**src/design/efl_pkg.sv**
```systemverilog
package efl_pkg;

  // Register byte offsets
  localparam logic [7:0] GLOBAL_FIRST_OFFS = 8'h40;
  localparam logic [7:0] GLOBAL_NEXT_OFFS  = 8'h44;
  localparam logic [7:0] HUB_FIRST_OFFS    = 8'h50;
  localparam logic [7:0] HUB_NEXT_OFFS     = 8'h52;

  // Reset values (only applied at power-on, flags are sticky)
  localparam logic [31:0] GLOBAL_RST = 32'h0000_0000;
  localparam logic [7:0]  HUB_RST    = 8'h00;

  // Global log field positions
  localparam int GBIT_DRAM_FAT = 27;
  localparam int GBIT_BUS_FAT  = 26;
  localparam int GBIT_HUB_FAT  = 25;
  localparam int GBIT_DMA_FAT  = 24;
  localparam int GBIT_PA_FAT   = 23;
  localparam int GBIT_PA1_FAT  = 22;
  localparam int GBIT_PB_FAT   = 21;
  localparam int GBIT_PB1_FAT  = 20;
  localparam int GBIT_PC_FAT   = 19;
  localparam int GBIT_PC1_FAT  = 18;
  localparam int GBIT_BUF_NF   = 14;
  localparam int GBIT_DRAM_NF  = 13;
  localparam int GBIT_BUS_NF   = 12;
  localparam int GBIT_HUB_NF   = 11;
  localparam int GBIT_DMA_NF   = 10;
  localparam int GBIT_PA_NF    = 9;
  localparam int GBIT_PA1_NF   = 8;
  localparam int GBIT_PB_NF    = 7;
  localparam int GBIT_PB1_NF   = 6;
  localparam int GBIT_PC_NF    = 5;
  localparam int GBIT_PC1_NF   = 4;

  // Implemented bits of the global logs
  localparam logic [31:0] GLOBAL_FAT_MASK = 32'h0ffc_0000;
  localparam logic [31:0] GLOBAL_NF_MASK  = 32'h0000_7ff0;

  // Hub-link log field positions
  localparam int HBIT_TABORT  = 6;
  localparam int HBIT_ECFG    = 5;
  localparam int HBIT_DPAR    = 4;
  localparam int HBIT_RANGE   = 3;
  localparam int HBIT_IPAR    = 2;
  localparam int HBIT_ILLEGAL = 1;
  localparam int HBIT_ACPAR   = 0;

  localparam logic [7:0] HUB_MASK     = 8'h7f;
  localparam logic [7:0] HUB_FAT_MASK = 8'h2b;

endpackage : efl_pkg

```
**src/design/efl_error_log.sv**
```systemverilog
`timescale 1ns/10ps
`default_nettype none

// Notes on behaviour
// Port B1, C, C1 fatal at 20..18
// Bit 14 logs internal buffer non-fatal
// Bit 13 logs memory controller non-fatal
// Bit 12 logs system bus non-fatal
// Bit 11 logs hub link non-fatal
// Bit 10 logs DMA unit non-fatal
// Bits 9, 8 log ports A, A1
// Bits 7..4 log ports B..C1
// Flags sticky over reset, write one clears
// Next log mirrors first log layout
// Hub first log holds first error only
// Simultaneous first errors all latch together
// Hub bit 6 target abort, non-fatal
// Hub bit 5 config misroute, fatal
// Hub bit 4 data parity, non-fatal
// Hub bit 3 out of range, fatal
// Hub bit 2 internal parity, non-fatal
// Hub bit 1 illegal access, fatal
// Hub bit 0 address parity, fatal
// Fatal and non-fatal firsts captured separately
// Hub next log gathers later errors
// Logging ignores message enables
// Reserved bits read zero, ignore writes
// Hub errors roll up by class
module efl_error_log (
  input  wire logic        clk_i,
  input  wire logic        rst_i,
  input  wire logic        pwr_on_rst_i,
  input  wire logic [5:0]  adr_i,
  input  wire logic [31:0] dat_i,
  input  wire logic [3:0]  sel_i,
  input  wire logic        we_i,
  input  wire logic        cyc_i,
  input  wire logic        stb_i,
  output logic      [31:0] dat_o,
  output logic             ack_o,
  output logic             err_o,
  input  wire logic [8:0]  unit_fatal_i,
  input  wire logic [10:0] unit_nonfatal_i,
  input  wire logic [6:0]  hub_err_i
);

  logic [31:0] gfirst_q, gfirst_d;
  logic [31:0] gnext_q, gnext_d;
  logic [7:0]  hfirst_q, hfirst_d;
  logic [7:0]  hnext_q, hnext_d;
  logic [31:0] dat_d;
  logic        ack_d;
  logic        err_d;

  logic [31:0] gev;
  logic [31:0] gclr;
  logic [7:0]  hev;
  logic [7:0]  hclr_f;
  logic [7:0]  hclr_n;
  logic [31:0] wmask;
  logic        wr;
  logic        hit;
  logic [7:0]  byte_adr;
  logic        fat_free;
  logic        nf_free;
  logic        hub_free;

  always_comb begin
    byte_adr = {adr_i, 2'b00};
    wmask = {{8{sel_i[3]}}, {8{sel_i[2]}}, {8{sel_i[1]}}, {8{sel_i[0]}}};
    hit = (byte_adr == efl_pkg::GLOBAL_FIRST_OFFS) ||
          (byte_adr == efl_pkg::GLOBAL_NEXT_OFFS) ||
          (byte_adr == efl_pkg::HUB_FIRST_OFFS);
    wr = cyc_i && stb_i && we_i && hit && !(ack_o || err_o);
    hev = 8'h00;
    hev[efl_pkg::HBIT_TABORT]  = hub_err_i[6];
    hev[efl_pkg::HBIT_ECFG]    = hub_err_i[5];
    hev[efl_pkg::HBIT_DPAR]    = hub_err_i[4];
    hev[efl_pkg::HBIT_RANGE]   = hub_err_i[3];
    hev[efl_pkg::HBIT_IPAR]    = hub_err_i[2];
    hev[efl_pkg::HBIT_ILLEGAL] = hub_err_i[1];
    hev[efl_pkg::HBIT_ACPAR]   = hub_err_i[0];

    // Hub-link events roll up into the hub unit bits by class
    gev = 32'h0000_0000;
    gev[efl_pkg::GBIT_DRAM_FAT] = unit_fatal_i[8];
    gev[efl_pkg::GBIT_BUS_FAT]  = unit_fatal_i[7];
    gev[efl_pkg::GBIT_HUB_FAT]  = |(hev & efl_pkg::HUB_FAT_MASK);
    gev[efl_pkg::GBIT_DMA_FAT]  = unit_fatal_i[6];
    gev[efl_pkg::GBIT_PA_FAT]   = unit_fatal_i[5];
    gev[efl_pkg::GBIT_PA1_FAT]  = unit_fatal_i[4];
    gev[efl_pkg::GBIT_PB_FAT]   = unit_fatal_i[3];
    gev[efl_pkg::GBIT_PB1_FAT]  = unit_fatal_i[2];
    gev[efl_pkg::GBIT_PC_FAT]   = unit_fatal_i[1];
    gev[efl_pkg::GBIT_PC1_FAT]  = unit_fatal_i[0];
    gev[efl_pkg::GBIT_BUF_NF]   = unit_nonfatal_i[10];
    gev[efl_pkg::GBIT_DRAM_NF]  = unit_nonfatal_i[9];
    gev[efl_pkg::GBIT_BUS_NF]   = unit_nonfatal_i[8];
    gev[efl_pkg::GBIT_HUB_NF]   = |(hev & ~efl_pkg::HUB_FAT_MASK)
                                  | unit_nonfatal_i[7];
    gev[efl_pkg::GBIT_DMA_NF]   = unit_nonfatal_i[6];
    gev[efl_pkg::GBIT_PA_NF]    = unit_nonfatal_i[5];
    gev[efl_pkg::GBIT_PA1_NF]   = unit_nonfatal_i[4];
    gev[efl_pkg::GBIT_PB_NF]    = unit_nonfatal_i[3];
    gev[efl_pkg::GBIT_PB1_NF]   = unit_nonfatal_i[2];
    gev[efl_pkg::GBIT_PC_NF]    = unit_nonfatal_i[1];
    gev[efl_pkg::GBIT_PC1_NF]   = unit_nonfatal_i[0];

    gclr = 32'h0000_0000;
    hclr_f = 8'h00;
    hclr_n = 8'h00;
    if (wr && byte_adr == efl_pkg::GLOBAL_FIRST_OFFS) begin
      gclr = dat_i & wmask;
    end
    if (wr && byte_adr == efl_pkg::HUB_FIRST_OFFS) begin
      // Both hub logs share one word: first in lane 0, next in lane 2
      hclr_f = sel_i[0] ? dat_i[7:0] : 8'h00;
      hclr_n = sel_i[2] ? dat_i[23:16] : 8'h00;
    end

    // Capture slots judged on the registered value, before this clear
    fat_free = (gfirst_q & efl_pkg::GLOBAL_FAT_MASK) == 32'h0000_0000;
    nf_free  = (gfirst_q & efl_pkg::GLOBAL_NF_MASK) == 32'h0000_0000;
    hub_free = hfirst_q == 8'h00;

    // Clear wins over set (a set bit blocks capture); all same-cycle firsts latch together
    gfirst_d = gfirst_q & ~gclr;
    if (fat_free) begin
      gfirst_d = gfirst_d | (gev & efl_pkg::GLOBAL_FAT_MASK);
    end
    if (nf_free) begin
      gfirst_d = gfirst_d | (gev & efl_pkg::GLOBAL_NF_MASK);
    end
    gfirst_d = gfirst_d & (efl_pkg::GLOBAL_FAT_MASK
                           | efl_pkg::GLOBAL_NF_MASK);

    gnext_d = gnext_q;
    if (wr && byte_adr == efl_pkg::GLOBAL_NEXT_OFFS) begin
      gnext_d = gnext_q & ~(dat_i & wmask);
    end
    if (!fat_free) begin
      gnext_d = gnext_d | (gev & efl_pkg::GLOBAL_FAT_MASK);
    end
    if (!nf_free) begin
      gnext_d = gnext_d | (gev & efl_pkg::GLOBAL_NF_MASK);
    end
    gnext_d = gnext_d & (efl_pkg::GLOBAL_FAT_MASK
                         | efl_pkg::GLOBAL_NF_MASK);

    // Enables play no part: every reported event is logged
    hfirst_d = (hfirst_q & ~hclr_f)
               | (hub_free ? hev : 8'h00);
    hnext_d  = ((hnext_q & ~hclr_n)
               | (hub_free ? 8'h00 : hev)) & efl_pkg::HUB_MASK;

    ack_d = 1'b0;
    err_d = 1'b0;
    dat_d = 32'h0000_0000;
    if (cyc_i && stb_i && !ack_o && !err_o) begin
      ack_d = hit;
      err_d = !hit;
      case (byte_adr)
        efl_pkg::GLOBAL_FIRST_OFFS: dat_d = gfirst_q;
        efl_pkg::GLOBAL_NEXT_OFFS:  dat_d = gnext_q;
        efl_pkg::HUB_FIRST_OFFS:    dat_d = {8'h00, hnext_q, 8'h00, hfirst_q};
        default:                    dat_d = 32'h0000_0000;
      endcase
    end
  end

  // Logs use a separate power-on reset: rst_i leaves them alone
  always_ff @(posedge clk_i) begin
    if (pwr_on_rst_i) begin
      gfirst_q <= efl_pkg::GLOBAL_RST;
      gnext_q  <= efl_pkg::GLOBAL_RST;
      hfirst_q <= efl_pkg::HUB_RST;
      hnext_q  <= efl_pkg::HUB_RST;
    end else begin
      gfirst_q <= gfirst_d;
      gnext_q  <= gnext_d;
      hfirst_q <= hfirst_d;
      hnext_q  <= hnext_d;
    end
  end

  always_ff @(posedge clk_i) begin
    if (rst_i) begin
      ack_o <= 1'b0;
      err_o <= 1'b0;
      dat_o <= 32'h0000_0000;
    end else begin
      ack_o <= ack_d;
      err_o <= err_d;
      dat_o <= dat_d;
    end
  end

endmodule : efl_error_log

`default_nettype wire

```
**config.mk**
```make
export PLATFORM = sky130hd
export DESIGN_NAME = efl_error_log
export DESIGN_NICKNAME = d
export VERILOG_FILES = /design/src/design/efl_pkg.sv /design/src/design/efl_error_log.sv
export SDC_FILE = /design/constraint.sdc
export NUM_CORES = 1
export LEC_CHECK = 0
export BUFFER_PORTS_ARGS = -buffer_cell sky130_fd_sc_hd__buf_2
export CAP_MARGIN = 20
export CORE_MARGIN = 5
export CORE_UTILIZATION = 53
export CTS_CLUSTER_SIZE = 40
export DETAILED_ROUTE_END_ITERATION = 8
export PLACE_DENSITY = 0.81
export RECOVER_POWER = 50
export SYNTH_ARGS = -nofsm -noshare
export SYNTH_HDL_FRONTEND = slang
export SYNTH_SLANG_ARGS = --single-unit
```
**constraint.sdc**
```tcl
create_clock -name clk_i -period 1.8 [get_ports clk_i]
set_input_delay 0.18 -clock clk_i [delete_from_list [all_inputs] [get_ports clk_i]]
set_output_delay 0.18 -clock clk_i [all_outputs]
set_load 0.1 [all_outputs]
```
======== After elaboration in Yosys (flattened, before gate mapping) ========
Cells that the tools add are included.
operators by class
  equality and inequality tests ........... 3
  reductions and logical operators ........ 22
  muxes and demuxes ....................... 13
  bitwise logic cells ..................... 17
operators by type and width
  operator              count
  $mux W28              6
  $and A28 B28 Y28      3
  $pmux W28 S3          1
  $logic_not A32 Y1     2
  $not A28 Y28          2
  $or A28 B15 Y28       2
  $or A28 B28 Y28       2
  $mux W7               4
  $eq A6 B5 Y1 const B  3
  $mux W8               2
  $logic_and A1 B1 Y1   9
  $and A8 B8 Y8         1
  $logic_not A8 Y1      1
  $not A8 Y8            1
  $or A8 B7 Y8          1
  $and A7 B7 Y7         1
  $not A7 Y7            1
  $or A7 B7 Y7          1
  $logic_not A1 Y1      4
  $reduce_or A4 Y1      1
  $logic_or A1 B1 Y1    3
  $reduce_or A3 Y1      1
  $reduce_or A2 Y1      1
  $not A1 Y1            1
  $or A1 B1 Y1          1
word-level totals
  flip-flop bits (word level) ............. 91
  input bits .............................. 75
  logic and storage cells ................. 62
  output and inout port bits .............. 34

======== Longest topological paths before layout ========
Gate-level depths: netlist of the first run.
  depth after elaboration ................. 13
  gate-level depth with buffers ........... 5
  gate-level depth less buffers ........... 3

======== Least setup slack after synthesis of the first run ========
OpenSTA, ideal clock, no wires.
  path kind ............................... register to register
  start ................................... register err_o
  end ..................................... register gfirst_q[18]
  library setup time ...................... 0.092 ns
  arrival ................................. 2.058 ns
  stages on the path, launching flop included .. 6
  data required time ...................... 1.708 ns
  setup slack ............................. -0.351 ns
  period minus slack after synthesis ...... 2.151 ns
  path buffers ............................ 2
  cell sequence ........................... dfxtp_1 > nand4bb_1 > clkbuf_1 > clkbuf_1 > nor4_1 > o32ai_1
on the way
  longest elaborated chain between the ends .. 11
RTL lines
  what                    RTL line              RTL
  start, declared         efl_error_log.sv:41   output logic err_o,
  start signal, assigned  efl_error_log.sv:193  err_o <= err_d;
  $logic_or A1 B1 Y1 *    efl_error_log.sv:74   wr = cyc_i && stb_i && we_i && hit && !(ack_o || err_o);
  $logic_not A1 Y1 *      efl_error_log.sv:74
  $logic_and A1 B1 Y1 *   efl_error_log.sv:74
  $logic_and A1 B1 Y1 *   efl_error_log.sv:112  if (wr && byte_adr == efl_pkg::GLOBAL_FIRST_OFFS) begin
  $mux W28 *              efl_error_log.sv:112
  $not A28 Y28 *          efl_error_log.sv:127  gfirst_d = gfirst_q & ~gclr;
  $and A28 B28 Y28 *      efl_error_log.sv:127
  $or A28 B28 Y28         efl_error_log.sv:129  gfirst_d = gfirst_d | (gev & efl_pkg::GLOBAL_FAT_MASK);
  $mux W28 *              efl_error_log.sv:128  if (fat_free) begin
  $or A28 B15 Y28         efl_error_log.sv:132  gfirst_d = gfirst_d | (gev & efl_pkg::GLOBAL_NF_MASK);
  $mux W28 *              efl_error_log.sv:131  if (nf_free) begin
  end signal, assigned    efl_error_log.sv:174  gfirst_q <= efl_pkg::GLOBAL_RST;
  end signal, assigned    efl_error_log.sv:179  gfirst_q <= gfirst_d;
  end, declared           efl_error_log.sv:47   logic [31:0] gfirst_q, gfirst_d;
Every way passes the cells marked *; elsewhere a longest branch is shown, timed or not.
A chain may end at the register's enable or synchronous reset.

======== Final worst setup path of the first run ========
  start ................................... register ack_o
  end ..................................... register gfirst_q[25]
on the way
  longest elaborated chain between the ends .. 11
RTL lines
  what                    RTL line              RTL
  start, declared         efl_error_log.sv:40   output logic ack_o,
  start signal, assigned  efl_error_log.sv:192  ack_o <= ack_d;
  $logic_or A1 B1 Y1 *    efl_error_log.sv:74
  $logic_not A1 Y1 *      efl_error_log.sv:74
  $logic_and A1 B1 Y1 *   efl_error_log.sv:74
  $logic_and A1 B1 Y1 *   efl_error_log.sv:112
  $mux W28 *              efl_error_log.sv:112
  $not A28 Y28 *          efl_error_log.sv:127
  $and A28 B28 Y28 *      efl_error_log.sv:127
  $or A28 B28 Y28         efl_error_log.sv:129
  $mux W28 *              efl_error_log.sv:128
  $or A28 B15 Y28         efl_error_log.sv:132
  $mux W28 *              efl_error_log.sv:131
Marks and branches as above.

==> results of run 1 <==
==> synth_stat cells, drive strengths merged, types with 2 or more instances <==
master   number
o41ai         7
nor2b        12
or3b          2
or4           2
and3          7
o2bb2ai       2
clkbuf       36
nor2          6
inv          45
or4b          2
nand3        57
dfxtp        86
nand2        41
a21oi        14
o21ai        10
nand4        14
o32ai        42
nand4b       18
buf          16
a32oi         3
o211ai        2
a31oi         9
nor4         54
==> cells in the final DEF (no fill, tap or decap), types with 18 or more instances in the layout <==
cell type  Yosys  routed
nand2_1       41      41
dfxtp_1       86      85
nand4b_1      18      18
nand3_1       57      57
clkbuf_2       0      29
o32ai_1       42      42
nor4_1        54      54
inv_1         45      45
buf_4          5      22
buf_2          5      70
==> routing by layer <==
metal  wire length [µm]  GRT usage [%]  share of wire [%]
met3               1320          4.529                9.9
met1               5438          35.81                 41
met4                227          8.824                1.7
met5                  0              0                  0
met2               6323          42.49                 48
==> sequential cells by signal, summed over array words and instances (netlist names) <==
signal,flops
dat_o,27
gnext_q,21
hnext_q,7
ack_o,1
gfirst_q,21
hfirst_q,8
err_o,1
==> final cells by class <==
| class | instances | area [µm²] |
|---|---|---|
| Inverter | 46 | 172.7 |
| Timing Repair Buffer | 124 | 704.4 |
| Multi-Input combinational cell | 319 | 2046 |
| Fill cell | 661 | 2636 |
| Tap cell | 102 | 127.6 |
| Clock buffer | 12 | 177.7 |
| Sequential cell | 86 | 1725 |
| Clock inverter | 4 | 97.59 |
==> per-stage QoR <==
step	total power, mW	cells	hold slack (ns)	cell area [µm²]	worst slack [ns]
6_report	6.834	693	0.04338	5051	0.1557
5_1_grt	7.153	693	0.04472	5051	0.09038
4_1_cts	6.796	693	0.03634	5061	0.2244
3_5_place_dp	5.019	677	0.4058	4786	0.1086
3_3_place_gp	4.914	677	0.4026	4786	0.1206
2_1_floorplan	4.260	503	0.2487	4174	0.07101
==> cells by family (layout without fill, tap and decap cells) <==
| group | Yosys count | count (layout) | share of synthesized area (%) |
|---|---|---|---|
| AND/OR/NAND/NOR | 223 | 223 | 31.07 |
| flip-flops | 86 | 86 | 41.47 |
| buffers and inverters | 98 | 186 | 9.825 |
| AO/OA/AOI/OAI | 91 | 91 | 17.54 |
| other | 1 | 5 | 0.09033 |
==> where the power goes <==
part	switching, mW	total [mW]	internal [mW]
Sequential	0.394	2.87	2.48
Combinational	1.29	2.16	0.876
Clock	0.704	1.80	1.09
Total	2.39	6.83	4.45
==> final timing paths <==
path	slack, ns	depth (start not counted)	from	to
worst max-delay path	0.16	4	ack_o	gfirst_q[25]
worst min-delay path	0.04	2	dat_i[7]	hfirst_q[7]
worst max register to register	0.16	4	ack_o	gfirst_q[25]
worst min register to register	0.47	2	gnext_q[24]	dat_o[24]
==> impl_results.md, run 1 <==
- Yosys top cell by area: dfxtp_1
- Worst slew pin tran: 0.6490 ns
- Number of synthesized register bits: 86
- Final setup violation count: 0
- Vias per cell: 6.492
- Number of global-route vias before repair: 4,282
- Prevailing post-synth register cell: dfxtp_1
- Cts hold-fix bufs: 0
- Clock Tree Root: clkbuf_8
- Post-synth EDFFs: 0
- CP delay by family, top: simple AND/OR/NAND/NOR gates
- Initial antenna violation count: 0
- Period utilization: 91.35%
- Synth area leaders: dfxtp_1 41%, o32ai_1 8.9%, nor4_1 8.1%, nand3_1 6.9%, inv_1 4.1%
- Worst setup SP type: flip-flop
- Post-DRT Antenna Nets: 0
- Htree depth: 3
- Leak: 1.880 nW
- VDD IR max: 605.4 µV
- DRC: 0
- Post-Syn Area per Cell: 8.320 µm²
- Nets: 661
- Detailed Route Iter0 Violations: 432
- Fin crit period: 1.644 ns
- CTS Buf Count: 9
- F_max: 0.6082 GHz
- Sequential share of the synthesized area: 41.47%
- Clock transition at path regs: 0.09 ns
- Die H: 98.51 µm
- Final Skew: 0.008148 ns
- Total GRT Usage: 26.33%
- Fraction of layout cells with a size suffix above 1: 25.72%
- CP Capture Type: flip-flop
- Unrepaired setup endpoints after global routing: false
- Slowest-stage cell, CP: nor4_1
- Row count: 32
- Final WL: 13.31 mm
- Syn. warnings: 0
- Setup Buffers After CTS: 0
- # clock sinks: 86
- CTS tree: yes
- Clk Latency, worst-skew pair: 0.36 ns
- Crit-path max cell delay: 0.48 ns
- Area of the die: 9703 µm²
- MaxCap Viol Count: 0
- Hpwl dp: 9.023 mm
- Synth Instances: 499
- Crit path DAT: 1.86 ns
- 1st-pass router iterations: 5
- CP Cell Sequence: nand3b_1, clkbuf_2, nor4_1, o32ai_1
- Final Slew Violations: 0
- Routability cong.: 0.8811
- Final setup TNS: 0 ns
- PortBufs: 98
- Initial Util: 54.00%
- Io pins: 109
- Unique masters post-synth: 42
- Grt ovf: 0
- Synth-to-layout area growth: 21.67%
- Overall via count from detail_route: 4,499
- Core ar.: 7687 µm²
- Critical path data required time: 2.02 ns
- Worst Hold Class: in -> reg
- Post-synthesis async set-or-reset flop share: 0%
- Synthesized cell area: 4151 µm²
- Die width: 98.51 µm
- Status: finished clean
- Clock Path Buffers: 2
- Final Util: 65.71%
- Crit Path Max Fanout: 30
- Buf/Inv on CP: 1
- Power Density: 1353 nW/µm²
- Global-route wire length before repair: 21.11 mm
- Maximum number of pins on one net before global-route repair: 56
- Cts repair resizes: 0
- Synth top area share: 41.47%
- Relative slew slack: 56.73%
- Setup CP Type: reg -> reg
- Routed WL per cell: 19.20 µm
- Fin. Hold Viols: 0
- Antenna cells: 0
Note: power is estimated with default switching activity, not from simulation.
==> run 2: changes to the inputs <==
--- a/config.mk
+++ b/config.mk
@@ -7,11 +7,13 @@
 export LEC_CHECK = 0
 export BUFFER_PORTS_ARGS = -buffer_cell sky130_fd_sc_hd__buf_2
 export CAP_MARGIN = 20
+export CELL_PAD_IN_SITES_DETAIL_PLACEMENT = 2
+export CELL_PAD_IN_SITES_GLOBAL_PLACEMENT = 2
 export CORE_MARGIN = 5
-export CORE_UTILIZATION = 53
+export CORE_UTILIZATION = 30
 export CTS_CLUSTER_SIZE = 40
 export DETAILED_ROUTE_END_ITERATION = 8
-export PLACE_DENSITY = 0.81
+export PLACE_DENSITY = 0.8
 export RECOVER_POWER = 50
 export SYNTH_ARGS = -nofsm -noshare
 export SYNTH_HDL_FRONTEND = slang
==> run 2 against run 1 <==
Die area increased by 68%. Final cell count increased by 12%. Register-to-register slack got worse by 0.09 ns. Non-clock buffer count increased by 4. Wire length increased by 33%. Critical path depth unchanged.
==> impl_results.md, run 2 (same netlist as run 1, synthesis figures left out) <==
- Die H: 127.6 µm
- Vias per cell: 5.825
- Hold Path Stages: 2
- Final setup TNS: 0 ns
- Total GRT Usage: 21.44%
- Worst Hold Class: in -> reg
- Hpwl dp: 12.25 mm
- Worst slew pin tran: 0.7077 ns
- Non-Filler Instances: 775
- CP Capture Type: flip-flop
- Grt ovf: 0
- Leak: 1.910 nW
- Inst Count DP: 759
- Row count: 43
- Antenna cells: 0
- Fin crit period: 1.731 ns
- Max reg flops: 27
- # clock sinks: 86
- Crit Path Max Fanout: 30
- Most common cell after layout, fill and taps aside: dfxtp_1
- Maximum number of pins on one net before global-route repair: 43
- Htree depth: 3
- Initial Util: 30.26%
- Routability cong.: 0.8105
- Final Skew: 0.006658 ns
- Initial antenna violation count: 0
- DRC: 0
- Post-DRT Antenna Nets: 0
- Nets: 665
- VDD IR max: 558.3 µV
- Largest regs: dat_o (27), gfirst_q (21), gnext_q (21)
- Fin. Hold Viols: 0
- Worst setup SP type: flip-flop
- Clock Path Buffers: 2
- Fraction of layout cells with a size suffix above 1: 26.22%
- Routed WL per cell: 22.83 µm
- Clock transition at path regs: 0.07 ns
- Unrepaired setup endpoints after global routing: false
- Overall via count from detail_route: 4,514
- Power Density: 1405 nW/µm²
- Worst hold slack: 0.05503 ns
- CTS tree: yes
- Synth-to-layout area growth: 25.17%
- Period utilization: 96.14%
- Final setup violation count: 0
- Area of the die: 16,290 µm²
- 1st-pass router iterations: 5
- Global-route wire length before repair: 27.32 mm
- Final WL: 17.70 mm
- Number of global-route vias before repair: 4,895
- Cts repair resizes: 0
- Final Slew Violations: 0
- Worst Reg2Reg Path Length in Cells: 4
- Critical path data required time: 2.00 ns
- Clock Tree Root: clkbuf_16
- Fillers: 1,577
- Die width: 127.6 µm
- Clk Latency, worst-skew pair: 0.34 ns
- Most frequent cells in the layout: 85 x dfxtp_1, 70 x buf_2, 57 x nand3_1
- PortBufs: 98
- Setup CP Type: reg -> reg
- MaxCap Viol Count: 0
- Post-Place Cell Area: 4913 µm²
- F_max: 0.5779 GHz
- CTS Buf Count: 9
- Setup Buffers After CTS: 0
- Cts hold-fix bufs: 0
- Core ar.: 13,720 µm²
- Detailed Route Iter0 Violations: 360
- Largest reg by FF count: dat_o
- Crit path DAT: 1.93 ns
- Cell area after layout: 5196 µm²
- Io pins: 109
- Status: finished clean
- Relative slew slack: 52.82%
run 2: per-layer routing:
layer / global-route usage [%] / share of wire [%] / wire length [µm]
met3: 2.968 / 4.5 / 805
met1: 26.06 / 41 / 7241
met2: 38.28 / 52 / 9242
met5: 0 / 0 / 0
met4: 8.177 / 2.3 / 405
run 2: final timing paths:
check	startpoint	end	slack, ns
hold / removal	dat_i[7]	hfirst_q[7]	0.06
setup / recovery	ack_o	gfirst_q[25]	0.07
setup reg to reg	ack_o	gfirst_q[25]	0.07
hold reg to reg	hnext_q[0]	hnext_q[0]	0.47
run 2: cell type report:
cell class | count | area [µm²] | share of cell area (%)
multi-input cells | 319 | 2046 | 39.37
repair buffers | 128 | 738.2 | 14.21
inverters | 46 | 172.7 | 3.323
clock buffers | 9 | 225.2 | 4.334
well taps | 180 | 225.2 | 4.334
flip-flops and latches | 86 | 1725 | 33.20
clock inverters | 7 | 63.81 | 1.228
run 2: critical path, cell delays in order, from the launching register on:
cell      delay (ns)
dfxtp_1         0.33
nand3b_1        0.15
clkbuf_2        0.43
nor4_1          0.53
o32ai_1         0.15
run 2: metrics by stage:
step / utilization (%) / setup WS [ns] / power (mW)
6_report: 37.88 / 0.06949 / 7.299
5_1_grt: 37.88 / 0.02474 / 7.650
4_1_cts: 37.92 / 0.09295 / 7.315
3_5_place_dp: 35.81 / 0.01838 / 5.401
3_3_place_gp: 35.81 / 0.1055 / 5.198
2_1_floorplan: - / 0.07101 / 4.260
run 2: power by group:
part | leakage, nW | switching, mW | internal, mW
combinational | 1.06 | 1.50 | 1.03
clock | 0.141 | 0.795 | 1.07
sequential | 0.708 | 0.423 | 2.48
==> run 3: changes to the inputs <==
--- a/config.mk
+++ b/config.mk
@@ -5,7 +5,7 @@
 export SDC_FILE = /design/constraint.sdc
 export NUM_CORES = 1
 export LEC_CHECK = 0
-export BUFFER_PORTS_ARGS = -buffer_cell sky130_fd_sc_hd__buf_2
+export BUFFER_PORTS_ARGS = -buffer_cell sky130_fd_sc_hd__buf_4
 export CAP_MARGIN = 20
 export CELL_PAD_IN_SITES_DETAIL_PLACEMENT = 2
 export CELL_PAD_IN_SITES_GLOBAL_PLACEMENT = 2
==> run 3 against run 2 <==
Sequential share of layout area is 0.99 points lower. Cell area is 3.1% higher. Critical path depth is 1 lower. Worst setup slack improved by 0.024 ns. Register-to-register slack improved by 0.02 ns. Clock skew about the same. Clock-buffer cell count is 3 higher. Non-clock buffer count decreased by 1. Critical path type unchanged. Highest routed layer unchanged. Clock power is essentially flat.
==> impl_results.md, run 3 (same netlist as run 1, synthesis figures left out) <==
- Largest regs: dat_o (27), gfirst_q (21), gnext_q (21)
- Clock Path Buffers: 2
- CTS tree: yes
- Worst setup SP type: flip-flop
- Unrepaired setup endpoints after global routing: false
- 1st-pass router iterations: 5
- Largest reg by FF count: dat_o
- Area of the die: 16,290 µm²
- Critical path data required time: 2.06 ns
- Cts hold-fix bufs: 0
- Overall via count from detail_route: 4,526
- Leak: 1.960 nW
- Final setup violation count: 0
- Fin crit period: 1.707 ns
- Fraction of layout cells with a size suffix above 1: 25.93%
- Power Density: 1364 nW/µm²
- Nets: 664
- Post-DRT Antenna Nets: 0
- CP Capture Type: flip-flop
- Final setup TNS: 0 ns
- Cts repair resizes: 0
- CTS Buf Count: 9
- Most frequent cells in the layout: 95 x buf_4, 85 x dfxtp_1, 57 x nand3_1
- Maximum number of pins on one net before global-route repair: 43
- Period utilization: 94.82%
- Total power: 7.305 mW
- Die width: 127.6 µm
- Worst slew pin tran: 0.7087 ns
- Antenna cells: 0
- Number of global-route vias before repair: 4,956
- Fillers: 1,569
- Final Slew Violations: 0
- Place WS: 0.06997 ns
- Initial Util: 30.26%
- Clk Latency, worst-skew pair: 0.34 ns
- Io pins: 109
- Detailed Route Iter0 Violations: 299
- Row count: 43
- Synth-to-layout area growth: 29.02%
- Routed WL per cell: 23.06 µm
- Final Util: 39.04%
- Initial antenna violation count: 0
- Fin. Hold Viols: 0
- Setup CP Type: reg -> reg
- Crit path DAT: 1.97 ns
- Clock Tree Root: clkbuf_16
- Final Skew: 0.006772 ns
- PortBufs: 98
- Worst Hold Class: in -> reg
- Total GRT Usage: 21.86%
- Most common cell after layout, fill and taps aside: buf_4
- Crit Path Max Fanout: 22
- Status: finished clean
- Relative slew slack: 52.75%
- Core ar.: 13,720 µm²
- Fin worst setup slack: 0.09322 ns
- Clock transition at path regs: 0.06 ns
- Global-route wire length before repair: 27.85 mm
- Die H: 127.6 µm
- Setup Buffers After CTS: 0
- Max reg flops: 27
- Grt ovf: 0
- # clock sinks: 86
- MaxCap Viol Count: 0
- Hpwl dp: 12.22 mm
- DRC: 0
- Htree depth: 3
- F_max: 0.5859 GHz
- Vias per cell: 5.848
- Routability cong.: 0.8261
- VDD IR max: 717.4 µV
- Final WL: 17.85 mm
[run 3: changes by cell type in the layout (fill, tap and decap cells not counted)]
cell and delta:
clkbuf_1 +3, clkinv_1 -2, clkbuf_2 +1, inv_6 -1
buf_4 +68, buf_2 -70
[run 3: layout make-up]
type,count,area [µm²],share of cell area (%)
Sequential cell,86,1725,32.21
Tap cell,180,225.2,4.205
Multi-Input combinational cell,319,2046,38.19
Clock inverter,4,47.55,0.8876
Timing Repair Buffer,127,903.4,16.87
Clock buffer,12,236.5,4.415
Inverter,46,172.7,3.224
[run 3: layer usage]
| metal | GRT usage [%] | up-vias | share of wire, % |
|---|---|---|---|
| li1 | - | 2065 | - |
| met1 | 26.40 | 2285 | 42 |
| met2 | 38.71 | 133 | 51 |
| met3 | 2.759 | 43 | 3.8 |
| met4 | 9.800 | 0 | 3.7 |
| met5 | 0 | - | 0 |
[run 3: worst paths after layout]
| kind | startpoint | end | slack, ns | depth (start not counted) |
|---|---|---|---|---|
| worst max register to register | ack_o | dat_o[22] | 0.09 | 3 |
| worst min register to register | gnext_q[14] | dat_o[14] | 0.46 | 2 |
| worst max-delay path | ack_o | dat_o[22] | 0.09 | 3 |
| worst min-delay path | dat_i[7] | hfirst_q[7] | 0.04 | 2 |
[run 3: worst max-delay path, cell delays in order (launching register included)]
cell and delay, ns:
dfxtp_1 0.32, nand4bb_1 0.28, or4b_4 0.77, a31oi_2 0.24
[run 3: power by group]
group | internal, mW | total (mW) | switching, mW
clock network | 1.07 | 1.86 | 0.784
logic | 1.04 | 2.53 | 1.49
registers | 2.48 | 2.92 | 0.431
[run 3: per-stage QoR]
stage / hold slack, ns / cells / cell area (µm²)
2_1_floorplan: 0.2487 / 503 / 4174
6_report: 0.04145 / 774 / 5356
5_1_grt: 0.04258 / 774 / 5356
4_1_cts: 0.04175 / 774 / 5435
3_3_place_gp: 0.3872 / 758 / 5151
3_5_place_dp: 0.4027 / 758 / 5151
